===== src/verilog/asq_map.vh =====
`ifndef ASQ_MAP_VH
`define ASQ_MAP_VH
// register word indices; the byte address is four times the index
`define ASQ_OFS_MODE      6'h00
`define ASQ_OFS_CTRL      6'h01
`define ASQ_OFS_CHSEL     6'h02
`define ASQ_OFS_STAT      6'h03
`define ASQ_OFS_BNDHI     6'h04
`define ASQ_OFS_BNDLO     6'h05
`define ASQ_OFS_BNDSTAT   6'h06
`define ASQ_OFS_RES0      6'h08
// mode_control_reg fields
`define ASQ_MODE_SINGLE   0
`define ASQ_MODE_CONT     1
`define ASQ_MODE_LOOP     2
`define ASQ_MODE_INT4     3
`define ASQ_MODE_BNDOUT   4
`define ASQ_MODE_BNDEN    5
`define ASQ_MODE_W        6
`define ASQ_MODE_RST      6'h00
// control fields
`define ASQ_CTRL_SM_LO    0
`define ASQ_CTRL_SM_HI    1
`define ASQ_CTRL_TMR      2
`define ASQ_CTRL_EDGE     3
`define ASQ_CTRL_IRQEN    4
`define ASQ_CTRL_W        5
`define ASQ_CTRL_RST      5'h00
// status fields
`define ASQ_STAT_DONE     0
`define ASQ_STAT_BND      1
`define ASQ_STAT_BUSY     2
`define ASQ_CHSEL_RST     8'h00
`define ASQ_BNDHI_RST     10'h3ff
`define ASQ_BNDLO_RST     10'h000
// timing
`define ASQ_CLK_MHZ       250
`define ASQ_ADCLK_KHZ     9000
`define ASQ_CONV_NS       4000
`define ASQ_ADC_DIV       ((`ASQ_CLK_MHZ * 1000 + `ASQ_ADCLK_KHZ - 1) / `ASQ_ADCLK_KHZ)
`define ASQ_SAMP_TICKS    4'h8
`define ASQ_RES_W         10
`endif


===== src/verilog/asq_sar.v =====
`timescale 1ns/10ps
`include "asq_map.vh"
module asq_sar (
   input  wire                     hclk,
   input  wire                     hresetn,
   input  wire                     tick,
   input  wire                     start,
   input  wire                     comp_in,
   output reg                      sample_en,
   output reg  [`ASQ_RES_W-1:0]    dac_code,
   output wire                     busy,
   output reg                      done,
   output reg  [`ASQ_RES_W-1:0]    result
);
   localparam S_IDLE = 2'd0;
   localparam S_SAMP = 2'd1;
   localparam S_SET  = 2'd2;
   localparam S_CHK  = 2'd3;

   reg [1:0]             st_r;
   reg [3:0]             cnt_r;
   reg [`ASQ_RES_W-1:0]  sar_r;
   reg [`ASQ_RES_W-1:0]  bit_r;
   reg                   comp_m_r;
   reg                   comp_s_r;

   assign busy = (st_r != S_IDLE);

   // comparator is asynchronous to hclk
   always @(posedge hclk or negedge hresetn) begin
      if (!hresetn) begin
         comp_m_r <= 1'b0;
         comp_s_r <= 1'b0;
      end else begin
         comp_m_r <= comp_in;
         comp_s_r <= comp_m_r;
      end
   end

   always @(posedge hclk or negedge hresetn) begin
      if (!hresetn) begin
         st_r      <= S_IDLE;
         cnt_r     <= 4'h0;
         sar_r     <= {`ASQ_RES_W{1'b0}};
         bit_r     <= {`ASQ_RES_W{1'b0}};
         sample_en <= 1'b0;
         dac_code  <= {`ASQ_RES_W{1'b0}};
         done      <= 1'b0;
         result    <= {`ASQ_RES_W{1'b0}};
      end else begin
         done <= 1'b0;
         case (st_r)
            S_IDLE: begin
               if (start) begin
                  st_r      <= S_SAMP;
                  cnt_r     <= 4'h0;
                  sample_en <= 1'b1;
               end
            end
            S_SAMP: begin
               if (tick) begin
                  cnt_r <= cnt_r + 4'h1;
                  if (cnt_r == `ASQ_SAMP_TICKS - 4'h1) begin
                     sample_en <= 1'b0;
                     sar_r     <= {`ASQ_RES_W{1'b0}};
                     bit_r     <= {1'b1, {(`ASQ_RES_W-1){1'b0}}};
                     st_r      <= S_SET;
                  end
               end
            end
            S_SET: begin
               if (tick) begin
                  dac_code <= sar_r | bit_r;
                  st_r     <= S_CHK;
               end
            end
            S_CHK: begin
               // one tick lets the dac and comparator settle before sampling
               if (tick) begin
                  if (comp_s_r)
                     sar_r <= sar_r | bit_r;
                  if (bit_r[0]) begin
                     // result only moves once every bit is decided
                     result <= comp_s_r ? (sar_r | bit_r) : sar_r;
                     done   <= 1'b1;
                     st_r   <= S_IDLE;
                  end else begin
                     bit_r <= bit_r >> 1;
                     st_r  <= S_SET;
                  end
               end
            end
            default: st_r <= S_IDLE;
         endcase
      end
   end
endmodule // asq_sar


===== src/verilog/asq_top.v =====
// How it works
// - eight-input mux feeds 10-bit sar conversion
// - fixed single: one conversion into channel pair
// - fixed continuous: pairs zero to seven, wrap
// - fixed continuous: interrupt every four or eight
// - scan single: each selected channel once
// - scan visits channels lsb to msb
// - scan interrupts at end, optionally after four
// - one selected bit equals fixed single
// - scan continuous restarts at first channel
// - repeated passes overwrite stored results
// - dual: first even pairs, second odd pairs
// - dual: interrupt every four or eight
// - start by timer, software, or pin edge
// - conversion within 4 us at 9 MHz
// - completion by interrupt or polled flag
// - single step: one channel per start
// - boundary compare, interrupt, per-channel status
//
// Our own choices: the AHB-Lite register port and the address map.
`timescale 1ns/10ps
`include "asq_map.vh"
module asq_top (
   input  wire                  hclk,
   input  wire                  hresetn,
   input  wire                  hsel,
   input  wire [31:0]           haddr,
   input  wire [1:0]            htrans,
   input  wire                  hwrite,
   input  wire [2:0]            hsize,
   input  wire [31:0]           hwdata,
   input  wire                  hready,
   output reg  [31:0]           hrdata,
   output wire                  hreadyout,
   output wire                  hresp,
   input  wire                  timer_ovf,
   input  wire                  start_pin,
   input  wire                  comp_in,
   output wire [2:0]            mux_sel,
   output wire                  sample_en,
   output wire [9:0]            dac_code,
   output wire                  irq
);
   localparam integer ADC_DIV_I = `ASQ_ADC_DIV;
   localparam [4:0]   ADC_DIV   = ADC_DIV_I[4:0];

   // lowest selected channel at or above from; msb is the found bit
   function [3:0] next_ch;
      input [7:0] sel;
      input [3:0] from;
      integer i;
      begin
         next_ch = 4'h0;
         for (i = 7; i >= 0; i = i - 1) begin
            if (sel[i] && (i >= from))
               next_ch = {1'b1, i[2:0]};
         end
      end
   endfunction

   reg  [`ASQ_MODE_W-1:0]  mode_r;
   reg  [`ASQ_CTRL_W-1:0]  ctrl_r;
   reg  [7:0]              chsel_r;
   reg  [9:0]              bnd_hi_r;
   reg  [9:0]              bnd_lo_r;
   reg  [7:0]              bnd_stat_r;
   reg                     done_flag_r;
   reg                     bnd_flag_r;
   reg  [9:0]              res_r [0:7];
   reg                     dph_r;
   reg                     dwr_r;
   reg  [5:0]              dadr_r;
   reg  [4:0]              div_r;
   reg                     tick_r;
   reg                     pin_m_r;
   reg                     pin_s_r;
   reg                     pin_d_r;
   reg                     imm_r;
   reg                     run_r;
   reg                     go_r;
   reg  [2:0]              cur_r;
   reg  [2:0]              pair_r;
   reg  [2:0]              cnt_r;
   reg  [2:0]              pass_r;
   reg                     ph_r;
   reg  [3:0]              pop;
   integer                 k;

   wire        sar_busy;
   wire        sar_done;
   wire [9:0]  sar_res;
   wire        wr_en   = dph_r & dwr_r;
   wire        ap_ok   = hsel & htrans[1] & hready;
   wire [2:0]  mbits   = mode_r[`ASQ_MODE_LOOP:`ASQ_MODE_SINGLE];
   wire [1:0]  smode   = ctrl_r[`ASQ_CTRL_SM_HI:`ASQ_CTRL_SM_LO];
   wire        tmr_on  = ctrl_r[`ASQ_CTRL_TMR];
   wire        int4    = mode_r[`ASQ_MODE_INT4];
   wire        bnd_en  = mode_r[`ASQ_MODE_BNDEN];
   wire        irq_en  = ctrl_r[`ASQ_CTRL_IRQEN];
   wire        m_step  = (mbits == 3'b000);
   wire        m_sing  = (mbits == 3'b001);
   wire        m_cont  = (mbits == 3'b010);
   wire        m_loop  = (mbits == 3'b100);
   wire        m_ok    = m_step | m_sing | m_cont | m_loop;
   wire        dual    = m_cont & (pop == 4'd2);
   wire [3:0]  first   = next_ch(chsel_r, 4'h0);
   wire [3:0]  second  = next_ch(chsel_r, {1'b0, first[2:0]} + 4'h1);
   wire [3:0]  nxt     = next_ch(chsel_r, {1'b0, cur_r} + 4'h1);
   wire        last    = ~nxt[3];
   wire [3:0]  sel_first = next_ch(hwdata[7:0], 4'h0);
   wire        go_on   = (smode != 2'b00) | tmr_on;
   wire        pin_edg = ctrl_r[`ASQ_CTRL_EDGE] ? (pin_d_r & ~pin_s_r) : (pin_s_r & ~pin_d_r);
   wire        trig    = tmr_on ? (smode != 2'b00) & timer_ovf
                       : (smode == 2'b10) ? pin_edg : imm_r;
   // triggers while a run is in progress are dropped
   wire        start_evt = trig & m_ok & first[3] & ~run_r;
   wire [2:0]  dst     = m_cont ? pair_r : cur_r;
   wire        in_rng  = (sar_res >= bnd_lo_r) & (sar_res <= bnd_hi_r);
   wire        bnd_hit = bnd_en & (mode_r[`ASQ_MODE_BNDOUT] ? ~in_rng : in_rng);
   wire        c_irq   = m_cont ? (int4 ? (cnt_r[1:0] == 2'b11) : (cnt_r == 3'b111))
                       : m_step ? 1'b1
                       : (last | (int4 & (pass_r == 3'd3)));

   assign hreadyout = 1'b1;
   assign hresp     = 1'b0;
   assign mux_sel   = cur_r;
   assign irq       = (done_flag_r & irq_en) | (bnd_flag_r & bnd_en);

   always @* begin
      pop = 4'h0;
      for (k = 0; k < 8; k = k + 1)
         pop = pop + {3'b000, chsel_r[k]};
   end

   // ahb-lite slave: zero wait states, registered read data
   always @(posedge hclk or negedge hresetn) begin
      if (!hresetn) begin
         dph_r  <= 1'b0;
         dwr_r  <= 1'b0;
         dadr_r <= 6'h00;
         hrdata <= 32'h0000_0000;
      end else begin
         dph_r  <= ap_ok;
         dwr_r  <= hwrite;
         dadr_r <= haddr[7:2];
         if (ap_ok & ~hwrite) begin
            if (haddr[7:5] == 3'b001)
               hrdata <= {22'h00_0000, res_r[haddr[4:2]]};
            else begin
               case (haddr[7:2])
                  `ASQ_OFS_MODE:    hrdata <= {26'h000_0000, mode_r};
                  `ASQ_OFS_CTRL:    hrdata <= {27'h000_0000, ctrl_r};
                  `ASQ_OFS_CHSEL:   hrdata <= {24'h00_0000, chsel_r};
                  `ASQ_OFS_STAT:    hrdata <= {29'h000_0000, run_r | sar_busy,
                                               bnd_flag_r, done_flag_r};
                  `ASQ_OFS_BNDHI:   hrdata <= {22'h00_0000, bnd_hi_r};
                  `ASQ_OFS_BNDLO:   hrdata <= {22'h00_0000, bnd_lo_r};
                  `ASQ_OFS_BNDSTAT: hrdata <= {24'h00_0000, bnd_stat_r};
                  default:          hrdata <= 32'h0000_0000;
               endcase
            end
         end
      end
   end

   // a-to-d clock enable kept at or below the converter's 9 MHz limit
   always @(posedge hclk or negedge hresetn) begin
      if (!hresetn) begin
         div_r  <= 5'h00;
         tick_r <= 1'b0;
      end else begin
         tick_r <= (div_r == ADC_DIV - 5'h01);
         div_r  <= (div_r == ADC_DIV - 5'h01) ? 5'h00 : div_r + 5'h01;
      end
   end

   always @(posedge hclk or negedge hresetn) begin
      if (!hresetn) begin
         pin_m_r <= 1'b0;
         pin_s_r <= 1'b0;
         pin_d_r <= 1'b0;
      end else begin
         pin_m_r <= start_pin;
         pin_s_r <= pin_m_r;
         pin_d_r <= pin_s_r;
      end
   end

   // register writes and hardware-set flags; a set beats a same-cycle clear
   always @(posedge hclk or negedge hresetn) begin
      if (!hresetn) begin
         mode_r      <= `ASQ_MODE_RST;
         ctrl_r      <= `ASQ_CTRL_RST;
         chsel_r     <= `ASQ_CHSEL_RST;
         bnd_hi_r    <= `ASQ_BNDHI_RST;
         bnd_lo_r    <= `ASQ_BNDLO_RST;
         bnd_stat_r  <= 8'h00;
         done_flag_r <= 1'b0;
         bnd_flag_r  <= 1'b0;
         imm_r       <= 1'b0;
      end else begin
         imm_r <= 1'b0;
         if (wr_en) begin
            case (dadr_r)
               `ASQ_OFS_MODE:  mode_r <= hwdata[`ASQ_MODE_W-1:0];
               `ASQ_OFS_CTRL: begin
                  ctrl_r <= hwdata[`ASQ_CTRL_W-1:0];
                  imm_r  <= (hwdata[1:0] == 2'b01) & ~hwdata[`ASQ_CTRL_TMR];
               end
               `ASQ_OFS_CHSEL: chsel_r  <= hwdata[7:0];
               `ASQ_OFS_BNDHI: bnd_hi_r <= hwdata[9:0];
               `ASQ_OFS_BNDLO: bnd_lo_r <= hwdata[9:0];
               `ASQ_OFS_STAT: begin
                  if (hwdata[`ASQ_STAT_DONE])
                     done_flag_r <= 1'b0;
                  if (hwdata[`ASQ_STAT_BND])
                     bnd_flag_r <= 1'b0;
               end
               `ASQ_OFS_BNDSTAT: bnd_stat_r <= bnd_stat_r & ~hwdata[7:0];
               default: ;
            endcase
         end
         if (sar_done & run_r) begin
            if (c_irq)
               done_flag_r <= 1'b1;
            if (bnd_hit) begin
               bnd_flag_r      <= 1'b1;
               bnd_stat_r[cur_r] <= 1'b1;
            end
         end
      end
   end

   // result pairs: written only by a finished conversion
   always @(posedge hclk) begin
      if (sar_done & run_r)
         res_r[dst] <= sar_res;
   end

   // scan sequencer
   always @(posedge hclk or negedge hresetn) begin
      if (!hresetn) begin
         run_r  <= 1'b0;
         go_r   <= 1'b0;
         cur_r  <= 3'h0;
         pair_r <= 3'h0;
         cnt_r  <= 3'h0;
         pass_r <= 3'h0;
         ph_r   <= 1'b0;
      end else begin
         go_r <= 1'b0;
         if (start_evt) begin
            run_r <= 1'b1;
            go_r  <= 1'b1;
         end else if (sar_done & run_r) begin
            pair_r <= pair_r + 3'h1;
            cnt_r  <= cnt_r + 3'h1;
            pass_r <= last ? 3'h0 : pass_r + 3'h1;
            if (m_cont) begin
               ph_r  <= dual & ~ph_r;
               cur_r <= (dual & ~ph_r) ? second[2:0] : first[2:0];
               run_r <= go_on;
               go_r  <= go_on;
            end else if (m_step) begin
               cur_r <= last ? first[2:0] : nxt[2:0];
               run_r <= 1'b0;
            end else begin
               cur_r <= last ? first[2:0] : nxt[2:0];
               run_r <= go_on & (m_loop | ~last);
               go_r  <= go_on & (m_loop | ~last);
            end
         end
         // a select rewrite overrides the pointers but never swallows a completion
         if (wr_en & (dadr_r == `ASQ_OFS_CHSEL)) begin
            // rewriting the select resets the mux to the first channel
            cur_r  <= sel_first[2:0];
            pair_r <= 3'h0;
            cnt_r  <= 3'h0;
            pass_r <= 3'h0;
            ph_r   <= 1'b0;
         end
      end
   end

   asq_sar u_sar (
      .hclk      (hclk),
      .hresetn   (hresetn),
      .tick      (tick_r),
      .start     (go_r),
      .comp_in   (comp_in),
      .sample_en (sample_en),
      .dac_code  (dac_code),
      .busy      (sar_busy),
      .done      (sar_done),
      .result    (sar_res)
   );
endmodule // asq_top

===== config.mk =====
export PLATFORM = sky130hd
export DESIGN_NAME = asq_top
export DESIGN_NICKNAME = d
export VERILOG_FILES = /design/src/verilog/asq_sar.v /design/src/verilog/asq_top.v
export VERILOG_INCLUDE_DIRS = /design/src /design/src/verilog
export SDC_FILE = /design/constraint.sdc
export NUM_CORES = 1
export LEC_CHECK = 0
export ABC_AREA = 0
export BUFFER_PORTS_ARGS = -buffer_cell sky130_fd_sc_hd__buf_2
export CORE_MARGIN = 3
export CORE_UTILIZATION = 63
export DETAILED_ROUTE_END_ITERATION = 8
export PLACE_DENSITY = 0.87
export SYNTH_ARGS = -nofsm -noshare
export SYNTH_HDL_FRONTEND = slang
export SYNTH_SLANG_ARGS = --single-unit

===== constraint.sdc =====
create_clock -name hclk -period 7.8 [get_ports hclk]
set_input_delay 0.78 -clock hclk [delete_from_list [all_inputs] [get_ports hclk]]
set_output_delay 0.78 -clock hclk [all_outputs]
set_load 0.005 [all_outputs]

After elaboration in Yosys (flattened, before gate mapping)
Memory sizes are Yosys's and may differ from the RTL's. Index checks and enable logic that the tools add are counted. W data, S select, Z words.

Flip-flop bits (word level): 164. Bits in latches: 0. Bits in writable memories: 80. ROM bits: 0. Input bits: 77. Output and inout bits: 49. Logic and storage cells: 304. Memories: 1.

Memory list: res_r (words 8, width 10, rd ports 1, clocked after memory_dff 0, write ports 1, RTL line asq_top.v:69) `reg [9:0] res_r [0:7];`.

$add $sub $neg: 14. $mul: 0. Divide/modulo/power cells: 0. Order comparisons: 20. Equal/unequal tests: 34. Shifts and indexed selects: 0. Multiplexer cells: 116. Bitwise gates (word level): 41. Reduce and logical (&&, ||, !) cells: 42.

Operators by type and width (number): $mux W3 (33); $mux W10 (9); $mux W4 (18); $pmux W10 S7 (1); $pmux W10 S2 (2); $mux W1 (38); $eq A6 B3 Y1 const B (6); $ge A3 B4 Y1 const A (8); $mux W8 (4); $eq A6 B2 Y1 const B (4); $and A1 B1 Y1 (21); $logic_and A1 B1 Y1 (17); $add A4 B1 Y4 (4); $ge A1 B4 Y1 const A (4); $ge A2 B4 Y1 const A (4); $reduce_and A2 Y1 (7); $reduce_bool A2 Y1 (7); $eq A6 B1 Y1 const B (2); $logic_not A6 Y1 (2); $mux W2 (6); $ge A10 B10 Y1 (1); $le A10 B10 Y1 (1); $ne A2 B2 Y1 const B (5); $or A10 B10 Y10 (1); other kinds (33) (62).

Logic depth before layout (Yosys ltp)
Word-level depth: 24. Depth in mapped cells: 13. Mapped depth without buffers: 13.

Hierarchy
A second synthesis with hierarchy kept.

Cells, all modules: 956. Area, all modules: 10940.5 sq um.

Modules (own cells, without submodules): asq_top (instances 1, cells each 767, area an instance 8897.3 sq um); asq_sar (instances 1, cells each 189, area an instance 2043.2 sq um).

Worst setup path before layout
No wires, ideal clock.

Path kind: flip-flop to flip-flop. Start: reg chsel_r[0]. End: reg cur_r[1] (netlist: mux_sel[1]). Setup time: 0.094 ns. Arrival: 3.652 ns. Data required time: 7.706 ns. Slack: 4.054 ns. Cell stages (with the launch flop): 14. Cell sequence: dfrtp_1 fa_1 inv_1 fa_1 fa_1 inv_1 ha_1 fa_1 or2_1 a21oi_1 o211ai_1 a311oi_1 a2111oi_1 a211oi_1.

Longest elaborated chain between the ends: 17.

RTL lines: from (decl) (RTL line asq_top.v:63) `reg [7:0] chsel_r;`; from (signal assigned) (RTL line asq_top.v:194) `` chsel_r <= `ASQ_CHSEL_RST; ``; from (signal assigned) (RTL line asq_top.v:210) `` `ASQ_OFS_CHSEL: chsel_r <= hwdata[7:0]; ``; branches (longest 17 deep; another with $add A3 B1 Y4); to (signal assigned) (RTL line asq_top.v:261) `cur_r <= (dual & ~ph_r) ? second[2:0] : first[2:0];`; to (signal assigned) (RTL line asq_top.v:265) `cur_r <= last ? first[2:0] : nxt[2:0];`; to (signal assigned) (RTL line asq_top.v:276) `cur_r <= sel_first[2:0];`; to (decl) (RTL line asq_top.v:81) `reg [2:0] cur_r;`.

Several ways; the timed one is not identified. The select of a mux whose other input is x is not followed. A chain may end at the register's enable or synchronous reset.

Final worst setup path
Same ends and word-level chain as after synthesis.

==> flow_metrics.tcl <==
set metrics [dict create \
    crit_type "reg -> reg" \
    pwr-share-seq_pct 50.1 \
    vias_per_cell 6.24 \
    post_cts_resized 0 \
    setup_viol 0 \
    core_area_um2 16600 \
    fin_cells 1216 \
    synth_top_area_cell "dfrtp_1" \
    num_vias 7585 \
    syn_inst 946 \
    port_buffers 49 \
    synth_area_um2 10700 \
    synth-async-reset-ratio_pct 64.0 \
    firstDrtPassIters 8 \
    clkPwrFrac_pct 44.4 \
    gp_congestion 0.918 \
    rows 47 \
    cts_tree "built" \
    drv_cap 0 \
    clkSinkCount 222 \
    wl_per_cell_um 20.1 \
    slew_headroom_pct 15.7 \
    status "finished, final reports clean" \
    hold_path.class "in -> async" \
    rsz0062_at_grt "false" \
    synth-edff-count 80 \
    syn_avg_cell_area_um2 11.3 \
    ys.warnings.count 0 \
    p_int_uw 1930 \
    p_switching_uw 553 \
    synth.distinct_cells 73 \
    finalHoldViolCount 0 \
    cp.required_ps 8220 \
    nFillCells 1185 \
    area_delta_synth_final_pct 9.45 \
    p_leak_uw 0.00485 \
    comb_power_share_pct 5.5 \
    path_max_fanout 11 \
    final_nets 1096 \
    antenna_found_initial 0 \
    fin_crit_ps 4320 \
    drive_above_1_share_pct 15.1 \
    synth_top_cell_area_share_pct 30.9 \
    post_cts_buffers 0 \
    ys_seq_area_share_pct 55.8 \
    cts_inserted_buffers 23 \
    worstMarginPinSlew_ps 1260 \
    root_buffer "clkbuf_16" \
    drtIter0Drc 799 \
    die_area_um2 18600 \
    floorplan.initialDensity_pct 64.5 \
    pin_count 126 \
    arrival_ps 4740 \
    path_clk_slew_ps 60 \
    swShare_pct 22.3 \
    postSynthRegisterBits 222 \
    grt_pass1_wl_mm 39.1 \
    cp-end-kind "register" \
    drc 0 \
    power.density_nw_per_um2 212 \
    clock_skew_ps 13.5 \
    wl_mm 24.4 \
    die_w_um 136 \
    h-tree-depth 1 \
    drv_slew 0 \
    cts_buffer_depth 3 \
    grt_start_max_net_pins 77 \
    die_h_um 136 \
    synth_ff_type "dfrtp_1" \
    gr-usage-all-layers_pct 27.2 \
    start_kind "register" \
    grt.overflow.total 0 \
    clkLatencyLatePin_ps 510 \
    setup_tns_ps 0 \
    ant_nets 0 \
    dp_hpwl_mm 16.3 \
    numPlacedInstances 1174 \
    first_global_vias 7547 \
    synthTopCellsByArea "dfrtp_1 31%, edfxtp_1 22%, ha_1 4.2%" \
    max_freq_ghz 0.231 \
    vdd_drop_max_mv 0.211 \
    min_period_over_period_pct 55.4 \
    cts_hold_buf 0 \
    diodes 0 \
]
==> critical path, stage by stage (launching register included) <==
cell and delay, ps:
dfrtp_1 550, fa_1 610, inv_1 60, fa_1 460
fa_1 500, inv_1 50, ha_1 200, fa_1 380
or2_1 230, a21oi_1 350, o211ai_1 190, a311oi_1 330
a2111oi_1 100, a211oi_1 230
==> cells in the mapped netlist (7+ instances only) <==
cell / n
a21oi_1: 62
a22o_1: 12
a31oi_1: 9
a32o_1: 7
and2_1: 8
buf_4: 26
clkbuf_1: 28
dfrtp_1: 132
dfstp_2: 10
edfxtp_1: 80
ha_1: 36
inv_1: 46
mux2_2: 15
mux2i_1: 21
mux4_2: 20
nand2_1: 111
nand2b_1: 11
nand3_1: 14
nor2_1: 66
nor3_1: 21
o211ai_1: 8
o21ai_0: 78
o22ai_1: 8
==> per-layer routing <==
metal  part of all wire [%]  vias to the layer above  global-route usage [%]
met2                     47                      371                    43.7
met3                    8.4                       82                    5.37
li1                       -                     3441                       -
met5                      0                        -                       0
met1                     40                     3691                    36.6
met4                    4.0                        0                    11.0
==> flip-flops by register name, summed over array words and instances, names as in the netlist, 4 cells and up <==
signal,count
u_sar.bit_r,10
ctrl_r,5
u_sar.sar_r,10
div_r,5
u_sar.result,10
mode_r,6
bnd_stat_r,8
dadr_r,6
bnd_lo_r,10
u_sar.cnt_r,4
res_r,80
u_sar.dac_code,10
hrdata,10
chsel_r,8
bnd_hi_r,10
==> power by group through the flow <==
stage                     registers [µW]  clock network (µW)  logic (µW)
after CTS                           1240                1110         136
after detailed placement            1260                   0         135
after floorplan                     1260                   0        96.4
final                               1240                1100         136
after global routing                1240                1160         154
after global placement              1260                   0         130
==> stage by stage <==
stage | power, µW | hold slack, ps | setup WS (ps) | utilization (%) | cell area (µm²)
3_5_place_dp | 1400 | 335 | 3530 | 65.9 | 10900
5_1_grt | 2560 | 300 | 3240 | 70.6 | 11700
3_3_place_gp | 1390 | 332 | 3590 | 65.9 | 10900
2_1_floorplan | 1350 | 331 | 4050 | - | 10800
6_report | 2480 | 265 | 3480 | 70.6 | 11700
4_1_cts | 2490 | 279 | 3510 | 70.6 | 11700
==> worst paths after layout <==
check	from	endpoint	slack (ps)	depth (start not counted)
max	chsel_r[0]	mux_sel[1]	3480	13
min	hresetn	ph_r	260	1
max reg2reg	chsel_r[0]	mux_sel[1]	3480	13
min reg2reg	u_sar.comp_m_r	u_sar.comp_s_r	350	0
max in group asynchronous	hresetn	ctrl_r[0]	6150	2
min in group hclk	u_sar.comp_m_r	u_sar.comp_s_r	350	0
==> cells by family (layout without fill, tap and decap cells) <==
family | Yosys count | in the layout | synth area share [%]
adders and majority gates | 42 | 42 | 5.16
DFF | 222 | 222 | 55.8
AOI/OAI and AO/OA | 236 | 236 | 13.7
and+or+nand+nor | 265 | 265 | 11.4
buffers and inverters | 116 | 144 | 5.65
other | 2 | 24 | 0.0702
xor gates and xnor gates | 7 | 7 | 0.573
muxes | 56 | 56 | 7.75
==> area by class of cell <==
cell class                      count  area (µm²)  share of cell area [%]
Inverter                           46         173                    1.47
Tap cell                          220         275                    2.35
Clock inverter                     10        82.6                   0.705
Sequential cell                   222        5970                    51.0
Clock buffer                       32         692                    5.91
Multi-Input combinational cell    630        4220                    36.0
Timing Repair Buffer               56         304                    2.60
==> placed cells by master (no fill, tap or decap), types with 5 or more instances in the layout <==
master     Yosys  final
buf_4         26      7
dfrtp_1      132    132
mux4_2        20     20
buf_2          5     48
ha_1          36     36
nand4_1        5      5
mux2i_1       21     21
o21ai_0       78     78
a32o_1         7      7
clkbuf_16      0     25
nor3_1        21     21
a21oi_1       62     62
inv_1         46     46
and2_1         8      8
clkinv_2       0      5
nand2_1      111    111
dfstp_2       10     10
o21ai_1        5      5
mux2_2        15     15
edfxtp_1      80     80
nand2b_1      11     11
nor2_1        66     66
nand3_1       14     14
xnor2_1        5      5
nor2b_1        5      5
conb_1         2     24
o211ai_1       8      8
o22ai_1        8      8
a22o_1        12     12
a31oi_1        9      9
Power figures use the tool's default switching activity.
